<file path="src/hw/swcd_pkg.sv">
// package: constants for the switch actuator command decoder
package swcd_pkg;
    // register byte offsets
    localparam logic [7:0]  OFS_CMD_ID    = 8'h00;
    localparam logic [7:0]  OFS_SWITCH    = 8'h04;
    localparam logic [7:0]  OFS_TIME      = 8'h08;
    localparam logic [7:0]  OFS_MODE      = 8'h0C;
    localparam logic [7:0]  OFS_LOCK      = 8'h10;
    localparam logic [7:0]  OFS_TEACH     = 8'h14;
    localparam logic [7:0]  OFS_GO        = 8'h18;
    localparam logic [7:0]  OFS_STATUS    = 8'h1C;
    localparam logic [7:0]  OFS_REMAIN    = 8'h20;
    // field encodings
    localparam logic [7:0]  CMD_SWITCHING = 8'h01;
    localparam logic [7:0]  CMD_DIMMING   = 8'h02;
    localparam logic        SW_OFF        = 1'b0;
    localparam logic        SW_ON         = 1'b1;
    localparam logic        MODE_DURATION = 1'b0;
    localparam logic        MODE_DELAY    = 1'b1;
    localparam logic        LOCK_UNLOCK   = 1'b0;
    localparam logic        LOCK_LOCK     = 1'b1;
    localparam logic        TEACH_DATA    = 1'b0;
    localparam logic        TEACH_LEARN   = 1'b1;
    // status bit positions
    localparam int          ST_OUT_BIT    = 0;
    localparam int          ST_LOCK_BIT   = 1;
    localparam int          ST_BUSY_BIT   = 2;
    localparam int          ST_REJ_BIT    = 3;
    localparam int          ST_LEARN_BIT  = 4;
    // reset values and response codes
    localparam logic [31:0] RST_ZERO      = 32'h0000_0000;
    localparam logic [1:0]  RESP_OKAY     = 2'b00;
    localparam logic [1:0]  RESP_SLVERR   = 2'b10;
    // timing
    localparam int          CLK_HZ        = 25_000_000;
    localparam int          TICK_MS       = 100;
    localparam int          TICK_CYCLES   = (CLK_HZ / 1000) * TICK_MS;
    typedef enum logic [1:0] {SWCD_IDLE, SWCD_DURATION, SWCD_DELAY} swcd_state_t;
endpackage

</file>
<file path="src/hw/swcd_tick.sv">
// tick generator: one-cycle pulse every tick period
module swcd_tick #(
    parameter int TICK_CYCLES = swcd_pkg::TICK_CYCLES
) (
    input  wire logic core_clk_in,
    input  wire logic rst_n_in,
    output logic      tick_out
);
    import swcd_pkg::*;
    logic [23:0] cnt;
    logic [23:0] next_cnt;
    logic        next_tick;

    always_comb
    begin
        next_tick = 1'b0;
        next_cnt  = cnt + 24'h00_0001;
        if (cnt == 24'(TICK_CYCLES - 1))
        begin
            next_cnt  = 24'h00_0000;
            next_tick = 1'b1;
        end
    end

    always_ff @(posedge core_clk_in or negedge rst_n_in)
    begin
        if (!rst_n_in)
        begin
            cnt      <= 24'h00_0000;
            tick_out <= 1'b0;
        end
        else
        begin
            cnt      <= next_cnt;
            tick_out <= next_tick;
        end
    end

    tick_period_a: assert property (@(posedge core_clk_in) disable iff (!rst_n_in)
        tick_out |=> !tick_out) else $error("tick lasted more than one cycle");
endmodule

</file>
<file path="src/hw/swcd_timer.sv">
// 16-bit tenths-of-second down-counter
module swcd_timer (
    input  wire logic        core_clk_in,
    input  wire logic        rst_n_in,
    input  wire logic        load_in,
    input  wire logic [15:0] value_in,
    input  wire logic        tick_in,
    output logic [15:0]      count_out,
    output logic             expire_out
);
    import swcd_pkg::*;
    logic [15:0] next_count;
    logic        next_expire;

    always_comb
    begin
        next_count  = count_out;
        next_expire = 1'b0;
        if (load_in)
            next_count = value_in;
        else if (tick_in && count_out != 16'h0000)
        begin
            next_count = count_out - 16'h0001;
            if (count_out == 16'h0001)
                next_expire = 1'b1;
        end
    end

    always_ff @(posedge core_clk_in or negedge rst_n_in)
    begin
        if (!rst_n_in)
        begin
            count_out  <= 16'h0000;
            expire_out <= 1'b0;
        end
        else
        begin
            count_out  <= next_count;
            expire_out <= next_expire;
        end
    end

    expire_zero_a: assert property (@(posedge core_clk_in) disable iff (!rst_n_in)
        expire_out |-> count_out == 16'h0000) else $error("expiry with nonzero count");
endmodule

</file>
<file path="src/hw/swcd_top.sv">
// top: switch actuator command decoder with AXI4-Lite registers
// Notes on behaviour
// - identifier 1 selects switching command
// - identifier 2 selects dimming, field two switches
// - switch field: 0 off, 1 on
// - time in tenths, zero means none
// - duration mode: apply now, revert later
// - delay mode: apply after time elapses
// - lock for time, or forever; 0 unlocks
// - locked: reject all except unlock; teach-in still learns
// - teach-in flag: 0 data, 1 learning
// - flag bits numbered from least significant
module swcd_top #(
    parameter int TICK_CYCLES = swcd_pkg::TICK_CYCLES
) (
    input  wire logic        core_clk_in,
    input  wire logic        rst_n_in,
    input  wire logic [7:0]  s_axi_awaddr_in,
    input  wire logic        s_axi_awvalid_in,
    output logic             s_axi_awready_out,
    input  wire logic [31:0] s_axi_wdata_in,
    input  wire logic [3:0]  s_axi_wstrb_in,
    input  wire logic        s_axi_wvalid_in,
    output logic             s_axi_wready_out,
    output logic [1:0]       s_axi_bresp_out,
    output logic             s_axi_bvalid_out,
    input  wire logic        s_axi_bready_in,
    input  wire logic [7:0]  s_axi_araddr_in,
    input  wire logic        s_axi_arvalid_in,
    output logic             s_axi_arready_out,
    output logic [31:0]      s_axi_rdata_out,
    output logic [1:0]       s_axi_rresp_out,
    output logic             s_axi_rvalid_out,
    input  wire logic        s_axi_rready_in,
    output logic             switch_out,
    output logic             locked_out,
    output logic             learn_pulse_out
);
    import swcd_pkg::*;

    // ==========================================================
    // command field registers
    logic [7:0]  command_identifier;
    logic        switch_command_field;
    logic [15:0] time_field;
    logic        exec_mode;
    logic        lock_field;
    logic        teach_in;
    logic [7:0]  next_command_identifier;
    logic        next_switch_command_field;
    logic [15:0] next_time_field;
    logic        next_exec_mode;
    logic        next_lock_field;
    logic        next_teach_in;

    // ==========================================================
    // bus write channel
    logic        aw_held;
    logic [7:0]  aw_addr;
    logic        w_held;
    logic [31:0] w_data;
    logic [3:0]  w_strb;
    logic        next_aw_held;
    logic [7:0]  next_aw_addr;
    logic        next_w_held;
    logic [31:0] next_w_data;
    logic [3:0]  next_w_strb;
    logic        next_bvalid;
    logic [1:0]  next_bresp;
    logic        wr_fire;
    logic        go;

    assign s_axi_awready_out = !aw_held && !s_axi_bvalid_out;
    assign s_axi_wready_out  = !w_held && !s_axi_bvalid_out;
    assign wr_fire           = aw_held && w_held && !s_axi_bvalid_out;
    assign go                = wr_fire && aw_addr == OFS_GO && w_strb[0] && w_data[0];

    always_comb
    begin
        next_aw_held = aw_held;
        next_aw_addr = aw_addr;
        next_w_held  = w_held;
        next_w_data  = w_data;
        next_w_strb  = w_strb;
        next_bvalid  = s_axi_bvalid_out;
        next_bresp   = s_axi_bresp_out;
        next_command_identifier   = command_identifier;
        next_switch_command_field = switch_command_field;
        next_time_field           = time_field;
        next_exec_mode            = exec_mode;
        next_lock_field           = lock_field;
        next_teach_in             = teach_in;
        if (s_axi_awvalid_in && s_axi_awready_out)
        begin
            next_aw_held = 1'b1;
            next_aw_addr = s_axi_awaddr_in;
        end
        if (s_axi_wvalid_in && s_axi_wready_out)
        begin
            next_w_held = 1'b1;
            next_w_data = s_axi_wdata_in;
            next_w_strb = s_axi_wstrb_in;
        end
        if (s_axi_bvalid_out && s_axi_bready_in)
            next_bvalid = 1'b0;
        if (wr_fire)
        begin
            next_aw_held = 1'b0;
            next_w_held  = 1'b0;
            next_bvalid  = 1'b1;
            next_bresp   = RESP_OKAY;
            unique case (aw_addr)
                OFS_CMD_ID:
                    if (w_strb[0]) next_command_identifier = w_data[7:0];
                OFS_SWITCH:
                    if (w_strb[0]) next_switch_command_field = w_data[0];
                OFS_TIME:
                begin
                    if (w_strb[0]) next_time_field[7:0]  = w_data[7:0];
                    if (w_strb[1]) next_time_field[15:8] = w_data[15:8];
                end
                OFS_MODE:
                    if (w_strb[0]) next_exec_mode = w_data[0];
                OFS_LOCK:
                    if (w_strb[0]) next_lock_field = w_data[0];
                OFS_TEACH:
                    if (w_strb[0]) next_teach_in = w_data[0];
                OFS_GO, OFS_STATUS, OFS_REMAIN:
                    next_bresp = RESP_OKAY;
                default:
                    next_bresp = RESP_SLVERR;
            endcase
        end
    end

    always_ff @(posedge core_clk_in or negedge rst_n_in)
    begin
        if (!rst_n_in)
        begin
            aw_held  <= 1'b0;
            aw_addr  <= 8'h00;
            w_held   <= 1'b0;
            w_data   <= RST_ZERO;
            w_strb   <= 4'h0;
            s_axi_bvalid_out     <= 1'b0;
            s_axi_bresp_out      <= RESP_OKAY;
            command_identifier   <= 8'h00;
            switch_command_field <= SW_OFF;
            time_field           <= 16'h0000;
            exec_mode            <= MODE_DURATION;
            lock_field           <= LOCK_UNLOCK;
            teach_in             <= TEACH_DATA;
        end
        else
        begin
            aw_held  <= next_aw_held;
            aw_addr  <= next_aw_addr;
            w_held   <= next_w_held;
            w_data   <= next_w_data;
            w_strb   <= next_w_strb;
            s_axi_bvalid_out     <= next_bvalid;
            s_axi_bresp_out      <= next_bresp;
            command_identifier   <= next_command_identifier;
            switch_command_field <= next_switch_command_field;
            time_field           <= next_time_field;
            exec_mode            <= next_exec_mode;
            lock_field           <= next_lock_field;
            teach_in             <= next_teach_in;
        end
    end

    // ==========================================================
    // timers
    logic        tick;
    logic        act_load;
    logic        lock_load;
    logic [15:0] act_count;
    logic [15:0] lock_count;
    logic        act_expire;
    logic        lock_expire;

    swcd_tick #(.TICK_CYCLES(TICK_CYCLES)) u_tick (
        .core_clk_in (core_clk_in),
        .rst_n_in    (rst_n_in),
        .tick_out    (tick)
    );

    swcd_timer u_act_timer (
        .core_clk_in (core_clk_in),
        .rst_n_in    (rst_n_in),
        .load_in     (act_load),
        .value_in    (time_field),
        .tick_in     (tick),
        .count_out   (act_count),
        .expire_out  (act_expire)
    );

    swcd_timer u_lock_timer (
        .core_clk_in (core_clk_in),
        .rst_n_in    (rst_n_in),
        .load_in     (lock_load),
        .value_in    (time_field),
        .tick_in     (tick),
        .count_out   (lock_count),
        .expire_out  (lock_expire)
    );

    // ==========================================================
    // command execution
    swcd_state_t state;
    swcd_state_t next_state;
    logic        pending_value;
    logic        next_pending_value;
    logic        next_switch;
    logic        next_locked;
    logic        rejected;
    logic        next_rejected;
    logic        next_learn;
    logic        known_cmd;
    logic        accept;

    assign known_cmd = command_identifier == CMD_SWITCHING
                    || command_identifier == CMD_DIMMING;
    assign accept    = go && !teach_in && known_cmd
                    && (!locked_out || lock_field == LOCK_UNLOCK);
    assign act_load  = accept && lock_field == LOCK_UNLOCK && time_field != 16'h0000;
    assign lock_load = accept && lock_field == LOCK_LOCK;

    always_comb
    begin
        next_state         = state;
        next_switch        = switch_out;
        next_pending_value = pending_value;
        next_locked        = locked_out;
        next_rejected      = rejected;
        next_learn         = go && teach_in == TEACH_LEARN;
        if (lock_expire && locked_out)
            next_locked = 1'b0;
        if (act_expire)
        begin
            unique case (state)
                SWCD_DURATION: next_switch = pending_value;
                SWCD_DELAY:    next_switch = pending_value;
                SWCD_IDLE:     next_switch = switch_out;
            endcase
            next_state = SWCD_IDLE;
        end
        if (go && !teach_in && !accept)
            next_rejected = 1'b1;
        else if (accept)
            next_rejected = 1'b0;
        if (accept)
        begin
            if (lock_field == LOCK_LOCK)
                next_locked = 1'b1;
            else
            begin
                next_locked = 1'b0;
                if (time_field == 16'h0000)
                begin
                    next_switch = switch_command_field;
                    next_state  = SWCD_IDLE;
                end
                else if (exec_mode == MODE_DURATION)
                begin
                    next_switch        = switch_command_field;
                    next_pending_value = !switch_command_field;
                    next_state         = SWCD_DURATION;
                end
                else
                begin
                    next_switch        = switch_out;                   // drops a pending revert
                    next_pending_value = switch_command_field;
                    next_state         = SWCD_DELAY;
                end
            end
        end
    end

    always_ff @(posedge core_clk_in or negedge rst_n_in)
    begin
        if (!rst_n_in)
        begin
            state           <= SWCD_IDLE;
            switch_out      <= SW_OFF;
            pending_value   <= SW_OFF;
            locked_out      <= 1'b0;
            rejected        <= 1'b0;
            learn_pulse_out <= 1'b0;
        end
        else
        begin
            state           <= next_state;
            switch_out      <= next_switch;
            pending_value   <= next_pending_value;
            locked_out      <= next_locked;
            rejected        <= next_rejected;
            learn_pulse_out <= next_learn;
        end
    end

    // ==========================================================
    // bus read channel
    logic [31:0] status_word;
    logic [31:0] next_rdata;
    logic [1:0]  next_rresp;
    logic        next_rvalid;

    assign s_axi_arready_out = !s_axi_rvalid_out;

    always_comb
    begin
        status_word               = RST_ZERO;
        status_word[ST_OUT_BIT]   = switch_out;
        status_word[ST_LOCK_BIT]  = locked_out;
        status_word[ST_BUSY_BIT]  = state != SWCD_IDLE;
        status_word[ST_REJ_BIT]   = rejected;
        status_word[ST_LEARN_BIT] = teach_in;
        next_rdata  = s_axi_rdata_out;
        next_rresp  = s_axi_rresp_out;
        next_rvalid = s_axi_rvalid_out;
        if (s_axi_rvalid_out && s_axi_rready_in)
            next_rvalid = 1'b0;
        if (s_axi_arvalid_in && s_axi_arready_out)
        begin
            next_rvalid = 1'b1;
            next_rresp  = RESP_OKAY;
            unique case (s_axi_araddr_in)
                OFS_CMD_ID: next_rdata = {24'h00_0000, command_identifier};
                OFS_SWITCH: next_rdata = {31'h0000_0000, switch_command_field};
                OFS_TIME:   next_rdata = {16'h0000, time_field};
                OFS_MODE:   next_rdata = {31'h0000_0000, exec_mode};
                OFS_LOCK:   next_rdata = {31'h0000_0000, lock_field};
                OFS_TEACH:  next_rdata = {31'h0000_0000, teach_in};
                OFS_GO:     next_rdata = RST_ZERO;
                OFS_STATUS: next_rdata = status_word;
                OFS_REMAIN: next_rdata = {lock_count, act_count};
                default:
                begin
                    next_rdata = RST_ZERO;
                    next_rresp = RESP_SLVERR;
                end
            endcase
        end
    end

    always_ff @(posedge core_clk_in or negedge rst_n_in)
    begin
        if (!rst_n_in)
        begin
            s_axi_rdata_out  <= RST_ZERO;
            s_axi_rresp_out  <= RESP_OKAY;
            s_axi_rvalid_out <= 1'b0;
        end
        else
        begin
            s_axi_rdata_out  <= next_rdata;
            s_axi_rresp_out  <= next_rresp;
            s_axi_rvalid_out <= next_rvalid;
        end
    end

    // ==========================================================
    // checks
    lock_blocks_a: assert property (@(posedge core_clk_in) disable iff (!rst_n_in)
        locked_out && go && lock_field == LOCK_LOCK |=> $stable(switch_out)) else $error("locked switch changed");
    duration_apply_a: assert property (@(posedge core_clk_in) disable iff (!rst_n_in)
        accept && !lock_field && exec_mode == MODE_DURATION && time_field != 16'h0000
        |=> switch_out == $past(switch_command_field)) else $error("duration not applied at once");
    delay_hold_a: assert property (@(posedge core_clk_in) disable iff (!rst_n_in)
        accept && !lock_field && exec_mode == MODE_DELAY && time_field != 16'h0000
        |=> $stable(switch_out)) else $error("delay applied early");
    delay_fire_a: assert property (@(posedge core_clk_in) disable iff (!rst_n_in)
        state == SWCD_DELAY && act_expire && !accept |=> switch_out == $past(pending_value))
        else $error("delay did not apply");
    lock_set_a: assert property (@(posedge core_clk_in) disable iff (!rst_n_in)
        lock_load |=> locked_out) else $error("lock not taken");
    unlock_clear_a: assert property (@(posedge core_clk_in) disable iff (!rst_n_in)
        accept && lock_field == LOCK_UNLOCK |=> !locked_out) else $error("unlock ignored");
    learn_no_exec_a: assert property (@(posedge core_clk_in) disable iff (!rst_n_in)
        go && teach_in |=> learn_pulse_out && $stable(switch_out)) else $error("learn telegram executed");
    unknown_reject_a: assert property (@(posedge core_clk_in) disable iff (!rst_n_in)
        go && !teach_in && !known_cmd |=> rejected && $stable(switch_out)) else $error("bad id accepted");
    bresp_hold_a: assert property (@(posedge core_clk_in) disable iff (!rst_n_in)
        s_axi_bvalid_out && !s_axi_bready_in |=> s_axi_bvalid_out) else $error("bvalid dropped");
    duration_cov: cover property (@(posedge core_clk_in) state == SWCD_DURATION ##1 state == SWCD_IDLE);
    delay_cov: cover property (@(posedge core_clk_in) state == SWCD_DELAY ##1 state == SWCD_IDLE);
    lock_cov: cover property (@(posedge core_clk_in) locked_out && rejected);
    learn_cov: cover property (@(posedge core_clk_in) learn_pulse_out);
endmodule

</file>
<file path="config.mk">
export PLATFORM = sky130hd
export DESIGN_NAME = swcd_top
export DESIGN_NICKNAME = d
export VERILOG_FILES = /design/src/hw/swcd_pkg.sv /design/src/hw/swcd_tick.sv /design/src/hw/swcd_timer.sv /design/src/hw/swcd_top.sv
export SDC_FILE = /design/constraint.sdc
export NUM_CORES = 1
export LEC_CHECK = 0
export BUFFER_PORTS_ARGS = -buffer_cell sky130_fd_sc_hd__buf_2
export CORE_MARGIN = 1.5
export CORE_UTILIZATION = 45
export DETAILED_ROUTE_END_ITERATION = 7
export GPL_TIMING_DRIVEN = 0
export PLACE_DENSITY = 0.65
export SLEW_MARGIN = 15
export SYNTH_ARGS = -nofsm -noshare
export SYNTH_HDL_FRONTEND = slang
export SYNTH_SLANG_ARGS = --single-unit
export TNS_END_PERCENT = 100
</file>
<file path="constraint.sdc">
create_clock -name core_clk_in -period 4.6 [get_ports core_clk_in]
set_input_delay 1.38 -clock core_clk_in [delete_from_list [all_inputs] [get_ports core_clk_in]]
set_output_delay 1.38 -clock core_clk_in [all_outputs]
set_load 0.03 [all_outputs]
</file>
# Word-level counts from Yosys, hierarchy flattened
# Index checks and enable logic that the tools add are counted.
# word_totals
reg_bits,160
# op_classes
n_eq_ne,24
addsub,3
bitwise_logic,2
reduce_logical,60
muxes,40
# ops
op,n
$pmux W32 S8,1
$eq A8 B5 Y1 const B,8
$mux W16,4
$reduce_bool A16 Y1,3
$eq A16 B1 Y1 const B,2
$eq A8 B4 Y1 const B,4
$sub A16 B1 Y16 const B,2
$mux W1,26
$add A24 B1 Y24 const B,1
$eq A24 B22 Y1 const B,1
$mux W24,1
$reduce_and A3 Y1,8
$logic_and A1 B1 Y1,23
$reduce_bool A2 Y1,9
$reduce_or A9 Y1,2
$eq A8 B3 Y1 const B,2
$eq A8 B6 Y1 const B,2
$logic_not A16 Y1,1
$logic_not A8 Y1,2
$mux W2,7
$eq A8 B1 Y1 const B,1
$eq A8 B2 Y1 const B,1
$logic_not A1 Y1,8
$ne A4 B3 Y1 const B,1
other kinds (7),9

# Logic depth before layout (Yosys ltp)
# logic_depth
depth_word,11
depth_mapped,8
depth_no_buf,7

# By module
# Synthesis repeated with hierarchy kept, for this count alone.
# unflattened
cells_unflattened,745
area_unflattened_um2,7805.0
# modules_own_cells
mod,cells_per_inst,area_per_inst_um2,instances
swcd_top,382,4406.7,1
swcd_timer,126,1097.3,2
swcd_tick,111,1203.7,1

# Least setup slack after synthesis
# No wires, ideal clock.
# synth_path
path_type,in2reg
start,input port s_axi_araddr_in[1]
end,register s_axi_rdata_out[1]
path_slack_ns,1.680
path_buffers,0
arrival_time_ns,2.855
path_stages,5
setup_ns,0.064
t_required_ns,4.536
cell_sequence,or4_4 -> nor3b_1 -> a222oi_1 -> a21oi_1 -> a21o_1
# synth_between
elab_chain_cells,2
elab_cells_between_ends,9
classes_between,eq/ne (7); mux (1); reduce/logical (1)
# synth_lines
item,line,text
start: declaration,swcd_top.sv:28,"input wire logic [7:0] s_axi_araddr_in,"
"$eq A8 B6 Y1, or another cell as far along",swcd_top.sv:328,unique case (s_axi_araddr_in)
$pmux W32 S8 *,swcd_top.sv:328,
end signal: assignment,swcd_top.sv:357,s_axi_rdata_out <= next_rdata;
end: declaration,swcd_top.sv:31,"output logic [31:0] s_axi_rdata_out,"
# Mark *: on every way between the ends. The rest lies on a longest branch, timed or not.
# A chain may end at the register's enable or synchronous reset.

# Worst setup path in the final report
# layout_path
start,input port s_axi_araddr_in[1]
end,register s_axi_rdata_out[29]
# Same word-level chain as after synthesis.

==> flow_metrics.env <==
export IMPL_ys_seq_elements=158
export IMPL_rsz0062_at_grt="false"
export IMPL_leakage_uw=0.00405
export IMPL_dr_first_iter_drc_count=364
export IMPL_final_setup_tns_ns=0
export IMPL_period_minus_slack_ns=3.18
export IMPL_worst_skew_pair_late_latency_ns=0.43
export IMPL_postCtsHoldBufs=0
export IMPL_synth_warnings=0
export IMPL_cts_tree="built"
export IMPL_p_comb_share_pct=13.4
export IMPL_synth_edff_count=0
export IMPL_pwr_share_clk_pct=40.2
export IMPL_drive_above_1_share_pct=24.1
export IMPL_swShare_pct=26.6
export IMPL_grt_total_usage_pct=21.8
export IMPL_place_inst=992
export IMPL_endpoint_kind="flip-flop"
export IMPL_p_int_uw=2720
export IMPL_async_flop_share_pct=100
export IMPL_syn_area_per_cell_um2=10.7
export IMPL_fmax_ghz=0.315
export IMPL_boundaryPins=103
export IMPL_synthTopCellsByCount="dfrtp_1 (158), nand2_1 (73), mux2_2 (56)"
export IMPL_relSlewSlack_pct=33.2
export IMPL_portBuffers=82
export IMPL_switching_power_uw=988
export IMPL_crit_required_ns=4.94
export IMPL_routed_wirelength_mm=17.8
export IMPL_clkSlewWorstSetupHoldPaths_ns=0.06
export IMPL_dp_hpwl_mm=12.9
export IMPL_syn_to_final_growth_pct=18.2
export IMPL_cts_root_buf="clkbuf_16"
export IMPL_n_antenna_cell=0
export IMPL_syn_area_um2=7380
export IMPL_grt_start_max_net_pins=91
export IMPL_status="finished clean"
export IMPL_yosys_area_top_type_share_pct=53.5
export IMPL_timing_final_crit_share_pct=69.1
export IMPL_ys_flop_type="dfrtp_1"
export IMPL_sequentialPowerShare_pct=46.4
export IMPL_wl_per_cell_um=17.4
export IMPL_finalNetCount=861
export IMPL_worst_slew_pin_slew_ns=1.00
export IMPL_synth_top_area_cell="dfrtp_1"
export IMPL_finalMaxSlewViolations=0
export IMPL_antenna_found_initial=0
export IMPL_grt_pass1_vias=5843
export IMPL_fin_skew_ns=0.00750
export IMPL_ys_seq_area_share_pct=53.5
export IMPL_place_gp_congestion=0.857
export IMPL_row_count=46
export IMPL_hold_class="reg2reg"
export IMPL_layoutNonFillerInstCount=1024
export IMPL_htree_levels=4
export IMPL_synth_distinct_cells=63
export IMPL_drv_cap=0
export IMPL_vdd_drop_max_v=0.000255
export IMPL_drt_pass1_iterations=7
export IMPL_postRouteAntennaNets=0
export IMPL_crit_arrival_ns=3.52
export IMPL_setup_violations=0
export IMPL_core_um2=15900
export IMPL_die_h_um=131
export IMPL_power_density_nw_per_um2=425
export IMPL_synth_area_leaders="dfrtp_1 (54%), mux2_2 (8.5%), nand2_1 (3.7%), xnor2_1 (3.0%), nor2_1 (2.7%)"
export IMPL_postCtsSetupRepairBufs=0
export IMPL_crit_slowest_cell="clkbuf_1"
export IMPL_gr_total_overflow=0
export IMPL_dieArea_um2=17200
export IMPL_grt_pass1_wl_mm=29.6
export IMPL_initial_utilization_pct=46.3
export IMPL_crit_chain="buf_2 > nor4_1 > and3_1 > clkbuf_1 > clkbuf_1 > buf_2 > nand2_1 > o21ai_0"
export IMPL_num_vias=5714
export IMPL_clkSinkCount=158
export IMPL_final_hold_viol_count=0
export IMPL_die_x_um=131
export IMPL_cts_buffer_depth=2
export IMPL_drcViolationCount=0
export IMPL_critical_path_max_stage_delay_ns=0.57
export IMPL_numCtsBuffers=17
export IMPL_cts_resized_gates=0
export IMPL_cp_max_fo=10
export IMPL_critPathKind="in2reg"
export IMPL_yosysMostFrequentCell="dfrtp_1"
export IMPL_vias_per_cell=5.58
export IMPL_syn_inst=692
export IMPL_start_kind="input pin"
-- path summary, 6_finish.rpt --
path	from	end	slack, ns	depth (start not counted)
max reg2reg	s_axi_bvalid_out	command_identifier[1]	2.23	5
max	s_axi_araddr_in[1]	s_axi_rdata_out[29]	1.42	8
min reg2reg	u_tick.cnt[23]	u_tick.cnt[23]	0.47	1
min in group asynchronous	rst_n_in	w_data[12]	0.89	1
min	u_tick.cnt[23]	u_tick.cnt[23]	0.47	1
max in group asynchronous	rst_n_in	u_tick.cnt[5]	2.89	2
-- power by group through the flow --
stage | combinational, uW | clock [uW] | sequential (uW)
3_5_place_dp | 502 | 0 | 1750
5_1_grt | 547 | 1570 | 1750
6_report | 496 | 1490 | 1720
2_1_floorplan | 343 | 0 | 1700
3_3_place_gp | 477 | 0 | 1740
4_1_cts | 506 | 1510 | 1720
-- logic make-up (layout without fill, tap and decap cells) --
kind of cell	after synthesis	after routing	share of synthesized area, %
muxes	61	61	9.39
AOI/OAI and AO/OA	126	126	10.6
DFF	158	158	53.5
and+or+nand+nor	253	253	17.9
xor gates and xnor gates	40	40	4.74
buffers and inverters	46	161	2.59
adders and majority gates	7	7	1.19
other	1	2	0.0508
-- through the flow --
| stage | worst slack (ns) | total power, uW | cell area, um^2 | util, % | hold slack, ns |
|---|---|---|---|---|---|
| floorplan | 1.68 | 2050 | 7390 | - | 0.437 |
| detailed placement | 0.987 | 2250 | 8110 | 50.8 | 0.462 |
| global route | 1.32 | 3870 | 8730 | 54.8 | 0.505 |
| CTS | 1.44 | 3740 | 8730 | 54.8 | 0.475 |
| finish | 1.42 | 3710 | 8730 | 54.8 | 0.468 |
| global placement | -0.0981 | 2210 | 8070 | 50.6 | 0.454 |
-- worst max-delay path: cells and delay by family --
family                 cells  cell delay (ns)
and+or+nand+nor            3             0.71
AOI/OAI and AO/OA          1             0.17
buffers and inverters      4             1.25
-- final cells by class --
class / instances / area (um^2)
clock buffers: 20 / 457
fillers: 1445 / 7210
clock inverters: 12 / 166
well taps: 216 / 270
repair buffers: 83 / 448
multi-input cells: 489 / 3240
inverters: 14 / 52.6
flip-flops and latches: 158 / 3950
plain buffers: 32 / 139
-- per-layer routing --
layer  wire (um)  global-route usage [%]
met1        7690                    27.0
met2        8810                    35.9
met5           0                       0
met3         767                    5.75
met4         558                    9.55
-- flip-flops by register name, summed over array words and instances, names as in the netlist, 2 cells and up --
name and cells:
s_axi_rdata_out 32, u_act_timer.count_out 16, aw_addr 8, state 2
u_tick.cnt 24, w_strb 2, u_lock_timer.count_out 16, time_field 16
command_identifier 8, w_data 16
-- layout by cell type, fill, tap and decap left out, drive strengths merged, types with 4 or more instances in the layout --
| cell | synthesis | final |
|---|---|---|
| and3 | 6 | 6 |
| nand2b | 6 | 6 |
| buf | 11 | 94 |
| nor2b | 4 | 4 |
| a21o | 5 | 5 |
| a31oi | 4 | 4 |
| ha | 7 | 7 |
| nand3 | 17 | 17 |
| nand3b | 5 | 5 |
| clkinv | 0 | 7 |
| mux2i | 4 | 4 |
| xnor2 | 25 | 25 |
| nor3 | 25 | 25 |
| a22oi | 10 | 10 |
| nand4 | 10 | 10 |
| a21oi | 33 | 33 |
| o31ai | 5 | 5 |
| bufinv | 0 | 4 |
| a222oi | 7 | 7 |
| or3 | 7 | 7 |
| inv | 14 | 14 |
| mux2 | 56 | 56 |
| o21ai | 41 | 41 |
| clkbuf | 21 | 41 |
| xor2 | 15 | 15 |
| o21a | 5 | 5 |
| or4b | 4 | 4 |
| nor2 | 53 | 53 |
| nor4b | 5 | 5 |
| dfrtp | 158 | 158 |
| nand2 | 73 | 73 |
| nor4 | 22 | 22 |
Power figures use the tool's default switching activity.
